$ cat src/common/ssrc_pkg.sv
// Overview of operation
// - 8-bit register at 0x12, resets to zero, fields 7:5, 4, 3:0.
// - both rate fields read according to power mode 0x1C bits 6:4.
// - watch codes 0000 and 0100 give 6 or 7 Hz; codes 0001 and 0010 sub-hertz.
// - 1101, 1110 never valid; 1001-1011 not precision; 1100 ultra-low only.
// - idle clock field selects eight rising rates, code 111 highest.
//
package ssrc_pkg;
  // ****************************************
  // register map
  // ****************************************
  localparam logic [7:0] SSRC_IDX_RATE   = 8'h12;
  localparam logic [7:0] SSRC_IDX_PMODE  = 8'h1C;
  localparam logic [7:0] SSRC_IDX_STATUS = 8'h40;
  localparam logic [7:0] SSRC_RATE_RST   = 8'h00;
  localparam logic [7:0] SSRC_RATE_WMASK = 8'hEF;
  localparam logic [7:0] SSRC_PMODE_RST  = 8'h00;
  localparam int         SSRC_IDLE_HI    = 7;
  localparam int         SSRC_IDLE_LO    = 5;
  localparam int         SSRC_WATCH_HI   = 3;
  localparam int         SSRC_PM_HI      = 6;
  localparam int         SSRC_PM_LO      = 4;
  // ****************************************
  // power modes
  // ****************************************
  localparam logic [2:0] SSRC_PM_ULP  = 3'h3;
  localparam logic [2:0] SSRC_PM_LP   = 3'h0;
  localparam logic [2:0] SSRC_PM_PREC = 3'h4;
  // ****************************************
  // timing: 40 MHz clock, rates in tenths of hertz
  // ****************************************
  localparam int unsigned SSRC_CLK_HZ  = 40000000;
  localparam int unsigned SSRC_DECI    = 10;
  localparam int unsigned SSRC_TICK_DIV = SSRC_CLK_HZ * SSRC_DECI;
  localparam logic [1:0] SSRC_RESP_OK     = 2'h0;
  localparam logic [1:0] SSRC_RESP_SLVERR = 2'h2;

  // watch rate in deci-hertz, zero when unavailable
  function automatic logic [15:0] ssrc_watch_dhz(input logic [3:0] c,
                                                 input logic [2:0] pm);
    logic [15:0] u;
    logic [15:0] l;
    logic [15:0] p;
    u = 16'h0000;
    l = 16'h0000;
    p = 16'h0000;
    case (c)
      4'h0, 4'h4: begin u = 16'd60; l = 16'd70; p = 16'd70; end
      4'h1: begin u = 16'd4; l = 16'd4; p = 16'd2; end
      4'h2: begin u = 16'd8; l = 16'd8; p = 16'd4; end
      4'h3: begin u = 16'd15; l = 16'd15; p = 16'd9; end
      4'h5: begin u = 16'd130; l = 16'd140; p = 16'd140; end
      4'h6: begin u = 16'd250; l = 16'd280; p = 16'd280; end
      4'h7: begin u = 16'd500; l = 16'd540; p = 16'd550; end
      4'h8: begin u = 16'd1000; l = 16'd1050; p = 16'd800; end
      4'h9: begin u = 16'd1900; l = 16'd2100; end
      4'hA: begin u = 16'd3800; l = 16'd4000; end
      4'hB: begin u = 16'd7500; l = 16'd6000; end
      4'hC: begin u = 16'd11000; end
      4'hF: begin u = 16'd13000; l = 16'd7500; p = 16'd1000; end
      default: begin u = 16'h0000; end
    endcase
    case (pm)
      SSRC_PM_ULP:  ssrc_watch_dhz = u;
      SSRC_PM_PREC: ssrc_watch_dhz = p;
      default:      ssrc_watch_dhz = l;
    endcase
  endfunction : ssrc_watch_dhz

  // idle clock rate in deci-hertz
  function automatic logic [15:0] ssrc_idle_dhz(input logic [2:0] c,
                                                input logic [2:0] pm);
    logic [15:0] u;
    logic [15:0] l;
    logic [15:0] p;
    case (c)
      3'h0: begin u = 16'd10; l = 16'd5; p = 16'd1; end
      3'h1: begin u = 16'd30; l = 16'd10; p = 16'd2; end
      3'h2: begin u = 16'd50; l = 16'd30; p = 16'd4; end
      3'h3: begin u = 16'd100; l = 16'd60; p = 16'd8; end
      3'h4: begin u = 16'd230; l = 16'd120; p = 16'd15; end
      3'h5: begin u = 16'd450; l = 16'd240; p = 16'd30; end
      3'h6: begin u = 16'd900; l = 16'd480; p = 16'd50; end
      default: begin u = 16'd1800; l = 16'd1000; p = 16'd100; end
    endcase
    case (pm)
      SSRC_PM_ULP:  ssrc_idle_dhz = u;
      SSRC_PM_PREC: ssrc_idle_dhz = p;
      default:      ssrc_idle_dhz = l;
    endcase
  endfunction : ssrc_idle_dhz
endpackage : ssrc_pkg

$ cat src/hdl/ssrc_rate_decode.sv
module ssrc_rate_decode
  import ssrc_pkg::*;
(
  // selection
  input  wire logic [7:0]  rate_reg,
  input  wire logic [2:0]  power_mode,
  // decoded periods
  output logic      [31:0] watch_period,
  output logic      [31:0] idle_period,
  output logic             watch_valid
);
  logic [15:0] w_dhz;
  logic [15:0] i_dhz;

  always_comb begin
    w_dhz = ssrc_watch_dhz(rate_reg[SSRC_WATCH_HI:0], power_mode);
    i_dhz = ssrc_idle_dhz(rate_reg[SSRC_IDLE_HI:SSRC_IDLE_LO],
                          power_mode);
    watch_valid  = (w_dhz != 16'h0000);
    // unavailable codes park the watch timer at idle speed
    watch_period = watch_valid ? SSRC_TICK_DIV / 32'(w_dhz)
                               : SSRC_TICK_DIV / 32'(i_dhz);
    idle_period  = SSRC_TICK_DIV / 32'(i_dhz);
  end
endmodule : ssrc_rate_decode

$ cat src/hdl/ssrc_tick_gen.sv
module ssrc_tick_gen
  import ssrc_pkg::*;
(
  // clock and reset
  input  wire logic        aclk,
  input  wire logic        aresetn,
  // period in clocks
  input  wire logic [31:0] period,
  // trigger
  output logic             tick
);
  logic [31:0] cnt_r;
  logic [31:0] cnt_nxt;
  logic        tick_r;
  logic        tick_nxt;

  // a shorter period wraps at once, so a new rate acts without waiting
  always_comb begin
    tick_nxt = 1'b0;
    cnt_nxt  = cnt_r + 32'h00000001;
    if (cnt_r + 32'h00000001 >= period) begin
      cnt_nxt  = 32'h00000000;
      tick_nxt = 1'b1;
    end
  end

  always_ff @(posedge aclk) begin
    if (!aresetn) begin
      cnt_r  <= 32'h00000000;
      tick_r <= 1'b0;
    end else begin
      cnt_r  <= cnt_nxt;
      tick_r <= tick_nxt;
    end
  end

  assign tick = tick_r;
endmodule : ssrc_tick_gen

$ cat src/hdl/ssrc_top.sv
module ssrc_top
  import ssrc_pkg::*;
(
  // clock and reset
  input  wire logic        aclk,
  input  wire logic        aresetn,
  // axi4-lite write address
  input  wire logic [31:0] s_axi_awaddr,
  input  wire logic        s_axi_awvalid,
  output logic             s_axi_awready,
  // axi4-lite write data
  input  wire logic [31:0] s_axi_wdata,
  input  wire logic [3:0]  s_axi_wstrb,
  input  wire logic        s_axi_wvalid,
  output logic             s_axi_wready,
  // axi4-lite write response
  output logic [1:0]       s_axi_bresp,
  output logic             s_axi_bvalid,
  input  wire logic        s_axi_bready,
  // axi4-lite read address
  input  wire logic [31:0] s_axi_araddr,
  input  wire logic        s_axi_arvalid,
  output logic             s_axi_arready,
  // axi4-lite read data
  output logic [31:0]      s_axi_rdata,
  output logic [1:0]       s_axi_rresp,
  output logic             s_axi_rvalid,
  input  wire logic        s_axi_rready,
  // rate generator side
  input  wire logic        standby_active,
  output logic             sample_trigger,
  output logic [2:0]       power_mode_out
);
  // ****************************************
  // register state
  // ****************************************
  logic [7:0]  rate_r;
  logic [7:0]  rate_nxt;
  logic [7:0]  pmode_r;
  logic [7:0]  pmode_nxt;
  logic [31:0] awaddr_r;
  logic [31:0] awaddr_nxt;
  logic        aw_have_r;
  logic        aw_have_nxt;
  logic [31:0] wdata_r;
  logic [31:0] wdata_nxt;
  logic [3:0]  wstrb_r;
  logic [3:0]  wstrb_nxt;
  logic        w_have_r;
  logic        w_have_nxt;
  logic        bvalid_r;
  logic        bvalid_nxt;
  logic [1:0]  bresp_r;
  logic [1:0]  bresp_nxt;
  logic        rvalid_r;
  logic        rvalid_nxt;
  logic [31:0] rdata_r;
  logic [31:0] rdata_nxt;
  logic [1:0]  rresp_r;
  logic [1:0]  rresp_nxt;
  logic        awready_r;
  logic        awready_nxt;
  logic        wready_r;
  logic        wready_nxt;
  logic        arready_r;
  logic        arready_nxt;
  logic [2:0]  stby_sync_r;
  logic [2:0]  stby_sync_nxt;
  logic        stby_r;
  logic        stby_nxt;
  logic        trig_r;
  logic        trig_nxt;
  logic        watch_valid;
  logic [31:0] watch_period;
  logic [31:0] idle_period;
  logic [31:0] period_sel;
  logic        tick;

  function automatic logic [7:0] ssrc_word_idx(input logic [31:0] a);
    ssrc_word_idx = a[9:2];
  endfunction : ssrc_word_idx

  // upper or low address bits set would otherwise alias a register
  function automatic logic ssrc_addr_ok(input logic [31:0] a);
    ssrc_addr_ok = (a[31:10] == 22'h000000) && (a[1:0] == 2'b00);
  endfunction : ssrc_addr_ok

  // ****************************************
  // write channel capture
  // ****************************************
  logic       do_write;
  logic [7:0] widx;

  assign do_write = aw_have_r && w_have_r && !bvalid_r;

  // address and data are held until both are in, in either order
  always_comb begin
    awaddr_nxt  = awaddr_r;
    aw_have_nxt = aw_have_r;
    wdata_nxt   = wdata_r;
    wstrb_nxt   = wstrb_r;
    w_have_nxt  = w_have_r;
    if (s_axi_awvalid && awready_r) begin
      awaddr_nxt  = s_axi_awaddr;
      aw_have_nxt = 1'b1;
    end
    if (s_axi_wvalid && wready_r) begin
      wdata_nxt  = s_axi_wdata;
      wstrb_nxt  = s_axi_wstrb;
      w_have_nxt = 1'b1;
    end
    if (do_write) begin
      aw_have_nxt = 1'b0;
      w_have_nxt  = 1'b0;
    end
    // readies registered so the bus sees plain flop outputs
    awready_nxt = !aw_have_nxt && !bvalid_nxt;
    wready_nxt  = !w_have_nxt && !bvalid_nxt;
  end

  always_ff @(posedge aclk) begin
    if (!aresetn) begin
      awaddr_r  <= 32'h00000000;
      aw_have_r <= 1'b0;
      wdata_r   <= 32'h00000000;
      wstrb_r   <= 4'h0;
      w_have_r  <= 1'b0;
      awready_r <= 1'b1;
      wready_r  <= 1'b1;
    end else begin
      awaddr_r  <= awaddr_nxt;
      aw_have_r <= aw_have_nxt;
      wdata_r   <= wdata_nxt;
      wstrb_r   <= wstrb_nxt;
      w_have_r  <= w_have_nxt;
      awready_r <= awready_nxt;
      wready_r  <= wready_nxt;
    end
  end

  // ****************************************
  // register update and write response
  // ****************************************
  always_comb begin
    bvalid_nxt = bvalid_r;
    bresp_nxt  = bresp_r;
    rate_nxt   = rate_r;
    pmode_nxt  = pmode_r;
    widx       = ssrc_word_idx(awaddr_r);
    if (do_write) begin
      bvalid_nxt = 1'b1;
      bresp_nxt  = SSRC_RESP_OK;
      if (!ssrc_addr_ok(awaddr_r)) begin
        // refused rather than folded onto a register
        bresp_nxt = SSRC_RESP_SLVERR;
      end else begin
        case (widx)
          SSRC_IDX_RATE: begin
            // reserved bit 4 forced to zero whatever the host sends
            if (wstrb_r[0]) begin
              rate_nxt = wdata_r[7:0] & SSRC_RATE_WMASK;
            end
          end
          SSRC_IDX_PMODE: begin
            if (wstrb_r[0]) begin
              pmode_nxt = wdata_r[7:0];
            end
          end
          SSRC_IDX_STATUS: begin
            bresp_nxt = SSRC_RESP_OK;
          end
          default: begin
            bresp_nxt = SSRC_RESP_SLVERR;
          end
        endcase
      end
    end else if (bvalid_r && s_axi_bready) begin
      bvalid_nxt = 1'b0;
    end
  end

  always_ff @(posedge aclk) begin
    if (!aresetn) begin
      bvalid_r <= 1'b0;
      bresp_r  <= SSRC_RESP_OK;
      rate_r   <= SSRC_RATE_RST;
      pmode_r  <= SSRC_PMODE_RST;
    end else begin
      bvalid_r <= bvalid_nxt;
      bresp_r  <= bresp_nxt;
      rate_r   <= rate_nxt;
      pmode_r  <= pmode_nxt;
    end
  end

  // ****************************************
  // read path
  // ****************************************
  logic [7:0] ridx;

  always_comb begin
    rvalid_nxt = rvalid_r;
    rdata_nxt  = rdata_r;
    rresp_nxt  = rresp_r;
    ridx       = ssrc_word_idx(s_axi_araddr);
    if (s_axi_arvalid && arready_r) begin
      rvalid_nxt = 1'b1;
      rresp_nxt  = SSRC_RESP_OK;
      rdata_nxt  = 32'h00000000;
      // unmapped or aliased words read back zero with an error
      if (!ssrc_addr_ok(s_axi_araddr)) begin
        rresp_nxt = SSRC_RESP_SLVERR;
      end else begin
        case (ridx)
          SSRC_IDX_RATE:   rdata_nxt = {24'h000000, rate_r};
          SSRC_IDX_PMODE:  rdata_nxt = {24'h000000, pmode_r};
          SSRC_IDX_STATUS: rdata_nxt = {30'h00000000, stby_r, watch_valid};
          default: begin
            rresp_nxt = SSRC_RESP_SLVERR;
          end
        endcase
      end
    end else if (rvalid_r && s_axi_rready) begin
      rvalid_nxt = 1'b0;
    end
    arready_nxt = !rvalid_nxt;
  end

  always_ff @(posedge aclk) begin
    if (!aresetn) begin
      rvalid_r  <= 1'b0;
      rdata_r   <= 32'h00000000;
      rresp_r   <= SSRC_RESP_OK;
      arready_r <= 1'b1;
    end else begin
      rvalid_r  <= rvalid_nxt;
      rdata_r   <= rdata_nxt;
      rresp_r   <= rresp_nxt;
      arready_r <= arready_nxt;
    end
  end

  // ****************************************
  // rate selection and trigger
  // ****************************************
  // standby flag from outside the domain: three stages, agree on last two
  always_comb begin
    stby_sync_nxt = {stby_sync_r[1:0], standby_active};
    stby_nxt      = stby_r;
    if (stby_sync_r[2] == stby_sync_r[1]) begin
      stby_nxt = stby_sync_r[2];
    end
    trig_nxt = tick;
  end

  always_ff @(posedge aclk) begin
    if (!aresetn) begin
      stby_sync_r <= 3'h0;
      stby_r      <= 1'b0;
      trig_r      <= 1'b0;
    end else begin
      stby_sync_r <= stby_sync_nxt;
      stby_r      <= stby_nxt;
      trig_r      <= trig_nxt;
    end
  end

  ssrc_rate_decode u_decode (
    .rate_reg     (rate_r),
    .power_mode   (pmode_r[SSRC_PM_HI:SSRC_PM_LO]),
    .watch_period (watch_period),
    .idle_period  (idle_period),
    .watch_valid  (watch_valid)
  );

  // idle clock in standby, watch rate otherwise
  assign period_sel = stby_r ? idle_period : watch_period;

  // register only updates at write completion, so triggers keep old rate
  ssrc_tick_gen u_tick (
    .aclk    (aclk),
    .aresetn (aresetn),
    .period  (period_sel),
    .tick    (tick)
  );

  // ****************************************
  // outputs
  // ****************************************
  assign s_axi_awready  = awready_r;
  assign s_axi_wready   = wready_r;
  assign s_axi_bvalid   = bvalid_r;
  assign s_axi_bresp    = bresp_r;
  assign s_axi_arready  = arready_r;
  assign s_axi_rvalid   = rvalid_r;
  assign s_axi_rdata    = rdata_r;
  assign s_axi_rresp    = rresp_r;
  assign sample_trigger = trig_r;
  assign power_mode_out = pmode_r[SSRC_PM_HI:SSRC_PM_LO];
endmodule : ssrc_top

$ cat config.mk
export PLATFORM = sky130hd
export DESIGN_NAME = ssrc_top
export DESIGN_NICKNAME = d
export VERILOG_FILES = /design/src/common/ssrc_pkg.sv /design/src/hdl/ssrc_rate_decode.sv /design/src/hdl/ssrc_tick_gen.sv /design/src/hdl/ssrc_top.sv
export SDC_FILE = /design/constraint.sdc
export NUM_CORES = 1
export LEC_CHECK = 0
export BUFFER_PORTS_ARGS = -buffer_cell sky130_fd_sc_hd__buf_2
export CORE_AREA = 2 2 391 393
export DETAILED_ROUTE_END_ITERATION = 8
export DIE_AREA = 0 0 393 395
export PLACE_DENSITY_LB_ADDON = 0.3
export SETUP_SLACK_MARGIN = 0.05
export SLEW_MARGIN = 0
export SYNTH_ARGS = -nofsm -noshare
export SYNTH_HDL_FRONTEND = slang
export SYNTH_HIERARCHICAL = 1
export SYNTH_SLANG_ARGS = --single-unit
export TNS_END_PERCENT = 50
$ cat constraint.sdc
create_clock -name aclk -period 209.5 [get_ports aclk]
set_input_delay 20.95 -clock aclk [delete_from_list [all_inputs] [get_ports aclk]]
set_output_delay 20.95 -clock aclk [all_outputs]
set_load 0.01 [all_outputs]
# Word level (Yosys, flattened, before mapping)
# Cells that the tools add are included.
totals:
  regBits: 137
  wordCells: 107
  output_inout_bits: 45
  in_bits: 108
classes:
  reduce_logical: 29
  magnitude_cmp: 1
  muxes: 25
  n_div: 2
  n_addsub: 1
  bitwise: 1
  eq_ne: 28
op_table:
  columns: ["operator", "count"]
  rows:
  - ["$pmux 14 s13", 1]
  - ["$pmux 13 s12", 1]
  - ["$pmux 10 s9", 1]
  - ["$pmux 11 s7", 1]
  - ["$pmux 10 s7", 1]
  - ["$div 29x16->32 const A", 2]
  - ["$mux 32", 2]
  - ["$pmux 7 s7", 1]
  - ["$logic_not 22->1", 2]
  - ["$add 32x1->32 const B", 1]
  - ["$eq 8x5->1 const B", 4]
  - ["$ge 32x32->1", 1]
  - ["$pmux 14 s2", 1]
  - ["$eq 4x4->1 const B", 6]
  - ["$pmux 8 s3", 1]
  - ["$pmux 11 s2", 1]
  - ["$eq 4x3->1 const B", 4]
  - ["$eq 8x7->1 const B", 2]
  - ["$reduce_bool 16->1", 1]
  - ["$eq 3x3->1 const B", 4]
  - ["$logic_and 1x1->1", 11]
  - ["$eq 3x2->1 const B", 3]
  - ["$mux 1", 9]
  - ["$eq 4x2->1 const B", 2]
  - ["other kinds (13)", 24]

# Depth between registers and ports, before layout
depth:
  ltp_word: 9
  mapped_depth: 526
  ltp_nobuf: 482

# Modules after synthesis
# Netlist, hierarchy kept.
modules_own_cells:
  columns: ["module", "instances", "cells_per_inst", "seq_area_each_um2", "area_per_inst_um2"]
  rows:
  - ["ssrc_rate_decode", 1, 6914, 0.0, 46333.2]
  - ["ssrc_top", 1, 427, 1561.5, 3744.8]
  - ["ssrc_tick_gen", 1, 270, 660.6, 2472.4]

# Least setup slack after synthesis
# No wires, ideal clock.
synth_path:
  kind: "register -> register"
  start: "reg rate_r[3]"
  end: "reg u_tick.cnt_r[11]"
  stages_incl_launch_ff: 506
  t_required_ps: 209420
  path_slack_ps: 118579
  arrival_ps: 90841
  setup_time_ps: 80
  path_cell_list: "dfxtp_1 and4bb_1 buf_2 inv_1 clkbuf_1 clkbuf_1 buf_1 clkbuf_1 clkbuf_1 ha_1 nand2_1 nor2_1 ha_1 a21oi_1 nor3b_1 ha_1 a21o_1 a21oi_1 (+470 left out) a21o_1 a21o_1 a211oi_1 nand2_1 nand4_1 a31oi_1 a2111oi_0 o2111ai_1 a2111oi_0 a32oi_1 mux2_2 ha_1 nor2_1 a21oi_1 o311ai_1 a31oi_4 buf_4 nor3b_1"
synth_via:
  elab_chain_len: 9
  word_cells_on_any_way: 25
synth_lines:
  columns: ["element", "line", "source"]
  rows:
  - ["from (decl)", "ssrc_top.sv:37", "logic [7:0] rate_r;"]
  - ["from (signal assigned)", "ssrc_top.sv:191", "rate_r <= rate_nxt;"]
  - ["$eq 4x3->1 or $logic_not 4->1 (tied branches)", "ssrc_pkg.sv:47", "case (c)"]
  - ["$reduce_or 2->1", "ssrc_pkg.sv:47", null]
  - ["$pmux 14 s13 (tied with other cells)", "ssrc_pkg.sv:47", null]
  - ["$pmux 14 s2 (*)", "ssrc_pkg.sv:63", "case (pm)"]
  - ["$div 29x16->32 or $reduce_bool 16->1 (tied branches)", "ssrc_rate_decode.sv:21, ssrc_rate_decode.sv:19", null]
  - ["$mux 32 (*)", "ssrc_rate_decode.sv:21", "watch_period = watch_valid ? SSRC_TICK_DIV / 32'(w_dhz)"]
  - ["named net watch_period[0]", "ssrc_top.sv:74", "logic [31:0] watch_period;"]
  - ["$mux 32 (*)", "ssrc_top.sv:277", "assign period_sel = stby_r ? idle_period : watch_period;"]
  - ["named net period_sel[0]", "ssrc_top.sv:76", "logic [31:0] period_sel;"]
  - ["$ge 32x32->1 (*)", "ssrc_tick_gen.sv:21", "if (cnt_r + 32'h00000001 >= period) begin"]
  - ["$reduce_or 2->1 (no source line) (*)", null, null]
  - ["to (signal assigned)", "ssrc_tick_gen.sv:32", "cnt_r <= cnt_nxt;"]
  - ["to (decl)", "ssrc_tick_gen.sv:12", "logic [31:0] cnt_r;"]
# Mark *: on every way through the listed nets, which the timed path passes. The rest lies on a longest branch.
# A chain may end at the register's enable or synchronous reset.

# Final worst setup path
layout_path:
  start: "reg pmode_r[4]"
  end: "reg u_tick.cnt_r[1]"
layout_via:
  elab_chain_len: 7
  word_cells_on_any_way: 11
layout_lines:
  columns: ["element", "line", "source"]
  rows:
  - ["from (decl)", "ssrc_top.sv:39", "logic [7:0] pmode_r;"]
  - ["from (signal assigned)", "ssrc_top.sv:192", "pmode_r <= pmode_nxt;"]
  - ["$eq 3x3->1 or $eq 3x2->1 (tied branches)", "ssrc_pkg.sv:63, ssrc_pkg.sv:86", null]
  - ["$pmux 11 s2 or $pmux 14 s2 (tied branches)", "ssrc_pkg.sv:86, ssrc_pkg.sv:63", null]
  - ["$div 29x16->32 (tied with other cells)", "ssrc_rate_decode.sv:22", ": SSRC_TICK_DIV / 32'(i_dhz);"]
  - ["$mux 32 (*)", "ssrc_rate_decode.sv:21", null]
  - ["named net watch_period[0]", "ssrc_top.sv:74", null]
  - ["$mux 32 (*)", "ssrc_top.sv:277", null]
  - ["named net period_sel[0]", "ssrc_top.sv:76", null]
  - ["$ge 32x32->1 (*)", "ssrc_tick_gen.sv:21", null]
  - ["$reduce_or 2->1 (no source line) (*)", null, null]
# Marks and branches as above.

==> metrics.md <==
| Metric | Value |
|---|---|
| Final Slew Violations | 0 |
| Die height | 395 µm |
| # IOs | 153 |
| CTS tree | yes |
| Overflow after GRT | 0 |
| Post-synth cell types | 145 |
| Mapped Cells | 7,611 |
| Setup Fix Bufs, Post-CTS | 0 |
| Hold Buf Count CTS | 0 |
| Starting density of the core | 34.76% |
| Most frequent cell after synthesis | a21oi_1 |
| Cell row count | 143 |
| RSZ-0062 raised after global routing | false |
| Post-Syn Area | 52,550 µm² |
| Dominant synthesized flop cell | dfxtp_1 |
| Synth top area share | 14.86% |
| Antenna Nets Post-Route | 0 |
| Drt pass-1 iters | 6 |
| Port Buffers | 99 |
| Final min period | 103.43 ns |
| Largest net degree at the start of global routing | 81 |
| Post-synthesis sequential area ratio | 4.229% |
| Max Cap Viol | 0 |
| Measured slew at the worst slew-check pin | 1.154 ns |
| Initial antenna violation count | 0 |
| Met2 wire length | 75.58 mm |
| CP Launch Type | flop |
| DIE AREA | 155,200 µm² |
| Final Cycle Share | 49.37% |
| CTS buffer count | 9 |
| Worst slew margin | 23.04% |
| Crit end category | flop |
| Status | finished, final reports clean |
| Async set-reset flop share out of synthesis | 0% |
| R2R cell count | 484 |
| Most used cell, CP | a21oi_1 |
| Hold_sp | stby_sync_r[0] |
| Worst Path Max Fanout | 35 |
| Vias in the first global route | 53,232 |
| Syn Area/Cell | 6.905 µm² |
| Arrival time at the worst endpoint | 103.64 ns |
| Routed length on met3 | 5.676 mm |
| Dominant cells by area after synthesis | ha_1, a21oi_1, xnor2_1 |
| Drt drc | 0 |
| Post-CTS resize count | 0 |
| Yosys reg bits | 111 |
| Core area | 151,200 µm² |
| Antenna Cells | 0 |
| Final RePlAce weighted congestion | 0.8886 |
| Post-synth EDFFs | 0 |
| H-Tree Depth | 3 |
| Final #Nets | 8,287 |
| Vias per cell | 5.899 |
| Share of cells above drive strength 1 | 9.048% |
| Global Route Usage Sum | 20.16% |
| Clk Latency, worst-skew pair | 0.38 ns |
| Final HPWL from detailed placement | 128.0 mm |
| Hold crit path type | flop to flop |
| Critical path class | flop to flop |
| Crit-path max cell delay | 0.97 ns |
| DR vias | 56,571 |
| Fin Setup TNS | 0 ns |
| Clock Tree Buf Depth | 2 |
| Root Driver | clkbuf_16 |
| Clock slew at reported path FFs | 0.09 ns |
| YS warnings | 6 |
| Die W | 393 µm |
| Synth-to-layout area growth | 5.793% |
| Synth cell count leaders | a21oi_1, nor2_1, nand2_1 |
| RR Startpoint | pmode_r[4] |
| Met1 WL | 78.68 mm |
| Critical Path Slowest Stage Cell | a31oi_4 |
| Setup Skew | 0.01627 ns |
| WL/cell | 16.98 µm |
| Hold Vio Cnt, Final | 0 |
| Hold Path Stages | 1 |
| Final wirelength | 162.9 mm |
| Global-route wire length before repair | 269.0 mm |
| Sink Count | 111 |
| Area leader, netlist | ha_1 |
| R2R setup slack | 106.07 ns |
| Fmax | 9.669 MHz |
| Req. time, crit path | 209.71 ns |
| Setup violators final | 0 |
| DR top layer | met4 |
| Reg2reg end | u_tick/cnt_r[1] |
| Hold endpoint | stby_sync_r[1] |
| First DRT Iteration DRCs | 3,748 |
-- logic make-up (layout without fill, tap and decap cells) --
logic type / after synthesis / in the layout / synth area share [%]
adders and majority gates: 624 / 624 / 14.86
muxes: 309 / 309 / 6.424
and+or+nand+nor: 2837 / 2837 / 28.01
buffers and inverters: 640 / 561 / 5.052
other: 2 / 30 / 0.01429
xor gates and xnor gates: 495 / 495 / 8.293
AOI/OAI and AO/OA: 2593 / 2593 / 33.12
DFF: 111 / 111 / 4.229
-- flip-flops by register name (all words and copies together) (netlist names), 3 cells and up --
name	count
u_tick/cnt_r	32
s_axi_rdata	8
stby_sync_r	3
pmode_r	8
wdata_r	8
awaddr_r	32
rate_r	7
-- metal layers --
metal	GRT usage [%]	vias up
met5	0	-
met4	3.941	0
met3	0.9930	169
met2	34.65	1133
met1	27.74	26776
li1	-	28493
-- worst max-delay path, delay by kind of cell (launching register included) --
kind | cells | cell delay (ns)
muxes | 5 | 1.71
buffers and inverters | 24 | 5.25
xor gates and xnor gates | 1 | 0.17
DFF | 1 | 0.93
and+or+nand+nor | 119 | 25.29
adders and majority gates | 32 | 10.34
AOI/OAI and AO/OA | 303 | 59.18
-- per-stage QoR --
step | hold WS, ns | util, % | instance area, µm² | worst slack (ns) | cells
final | 0.4378 | 36.77 | 55590 | 106.07 | 9590
after global placement | 0.4140 | 36.56 | 55280 | 108.72 | 9574
after CTS | 0.4415 | 36.77 | 55590 | 107.00 | 9590
after detailed placement | 0.4194 | 36.56 | 55280 | 107.63 | 9574
after global routing | 0.4776 | 36.77 | 55590 | 95.50 | 9590
after floorplan | 0.4119 | - | 52660 | 118.58 | 7639
-- final cells by class --
| cell class | count | area (µm²) |
|---|---|---|
| clock buffers | 9 | 225.2 |
| clock inverters | 7 | 90.09 |
| fillers | 16016 | 95590 |
| inverters | 355 | 1339 |
| multi-input cells | 6888 | 48000 |
| flip-flops and latches | 111 | 2223 |
| well taps | 2030 | 2540 |
| repair buffers | 190 | 1179 |
-- how the worst max path moves through the flow --
stage	from	to	slack, ns	depth (start not counted)
finish	pmode_r[4]	u_tick/cnt_r[1]	106.07	484
global route	pmode_r[4]	u_tick/cnt_r[17]	95.50	485
CTS	pmode_r[4]	u_tick/cnt_r[1]	107.00	484
detailed placement	pmode_r[4]	u_tick/cnt_r[1]	107.63	484
global placement	pmode_r[4]	u_tick/tick	108.72	484
floorplan	rate_r[3]	u_tick/cnt_r[11]	118.58	505
-- placed cells by master (no fill, tap or decap), types with 94 or more instances in the layout --
| cell type | count |
|---|---|
| nand3_1 | 220 |
| o21ai_0 | 422 |
| xor2_1 | 165 |
| a21o_1 | 231 |
| mux2_2 | 209 |
| a21oi_1 | 692 |
| o21bai_1 | 95 |
| o31ai_1 | 120 |
| or3_1 | 94 |
| xnor2_1 | 327 |
| buf_2 | 99 |
| ha_1 | 624 |
| dfxtp_1 | 110 |
| nor2_1 | 688 |
| o21a_1 | 190 |
| nand4_1 | 120 |
| nand2_1 | 673 |
| nor3_1 | 215 |
| inv_1 | 330 |
| and3_1 | 96 |
| nand2b_1 | 165 |
Power is left out: the tool's default activity adds up to more than one toggle a clock period on the data nets, which glitch-free logic cannot reach.
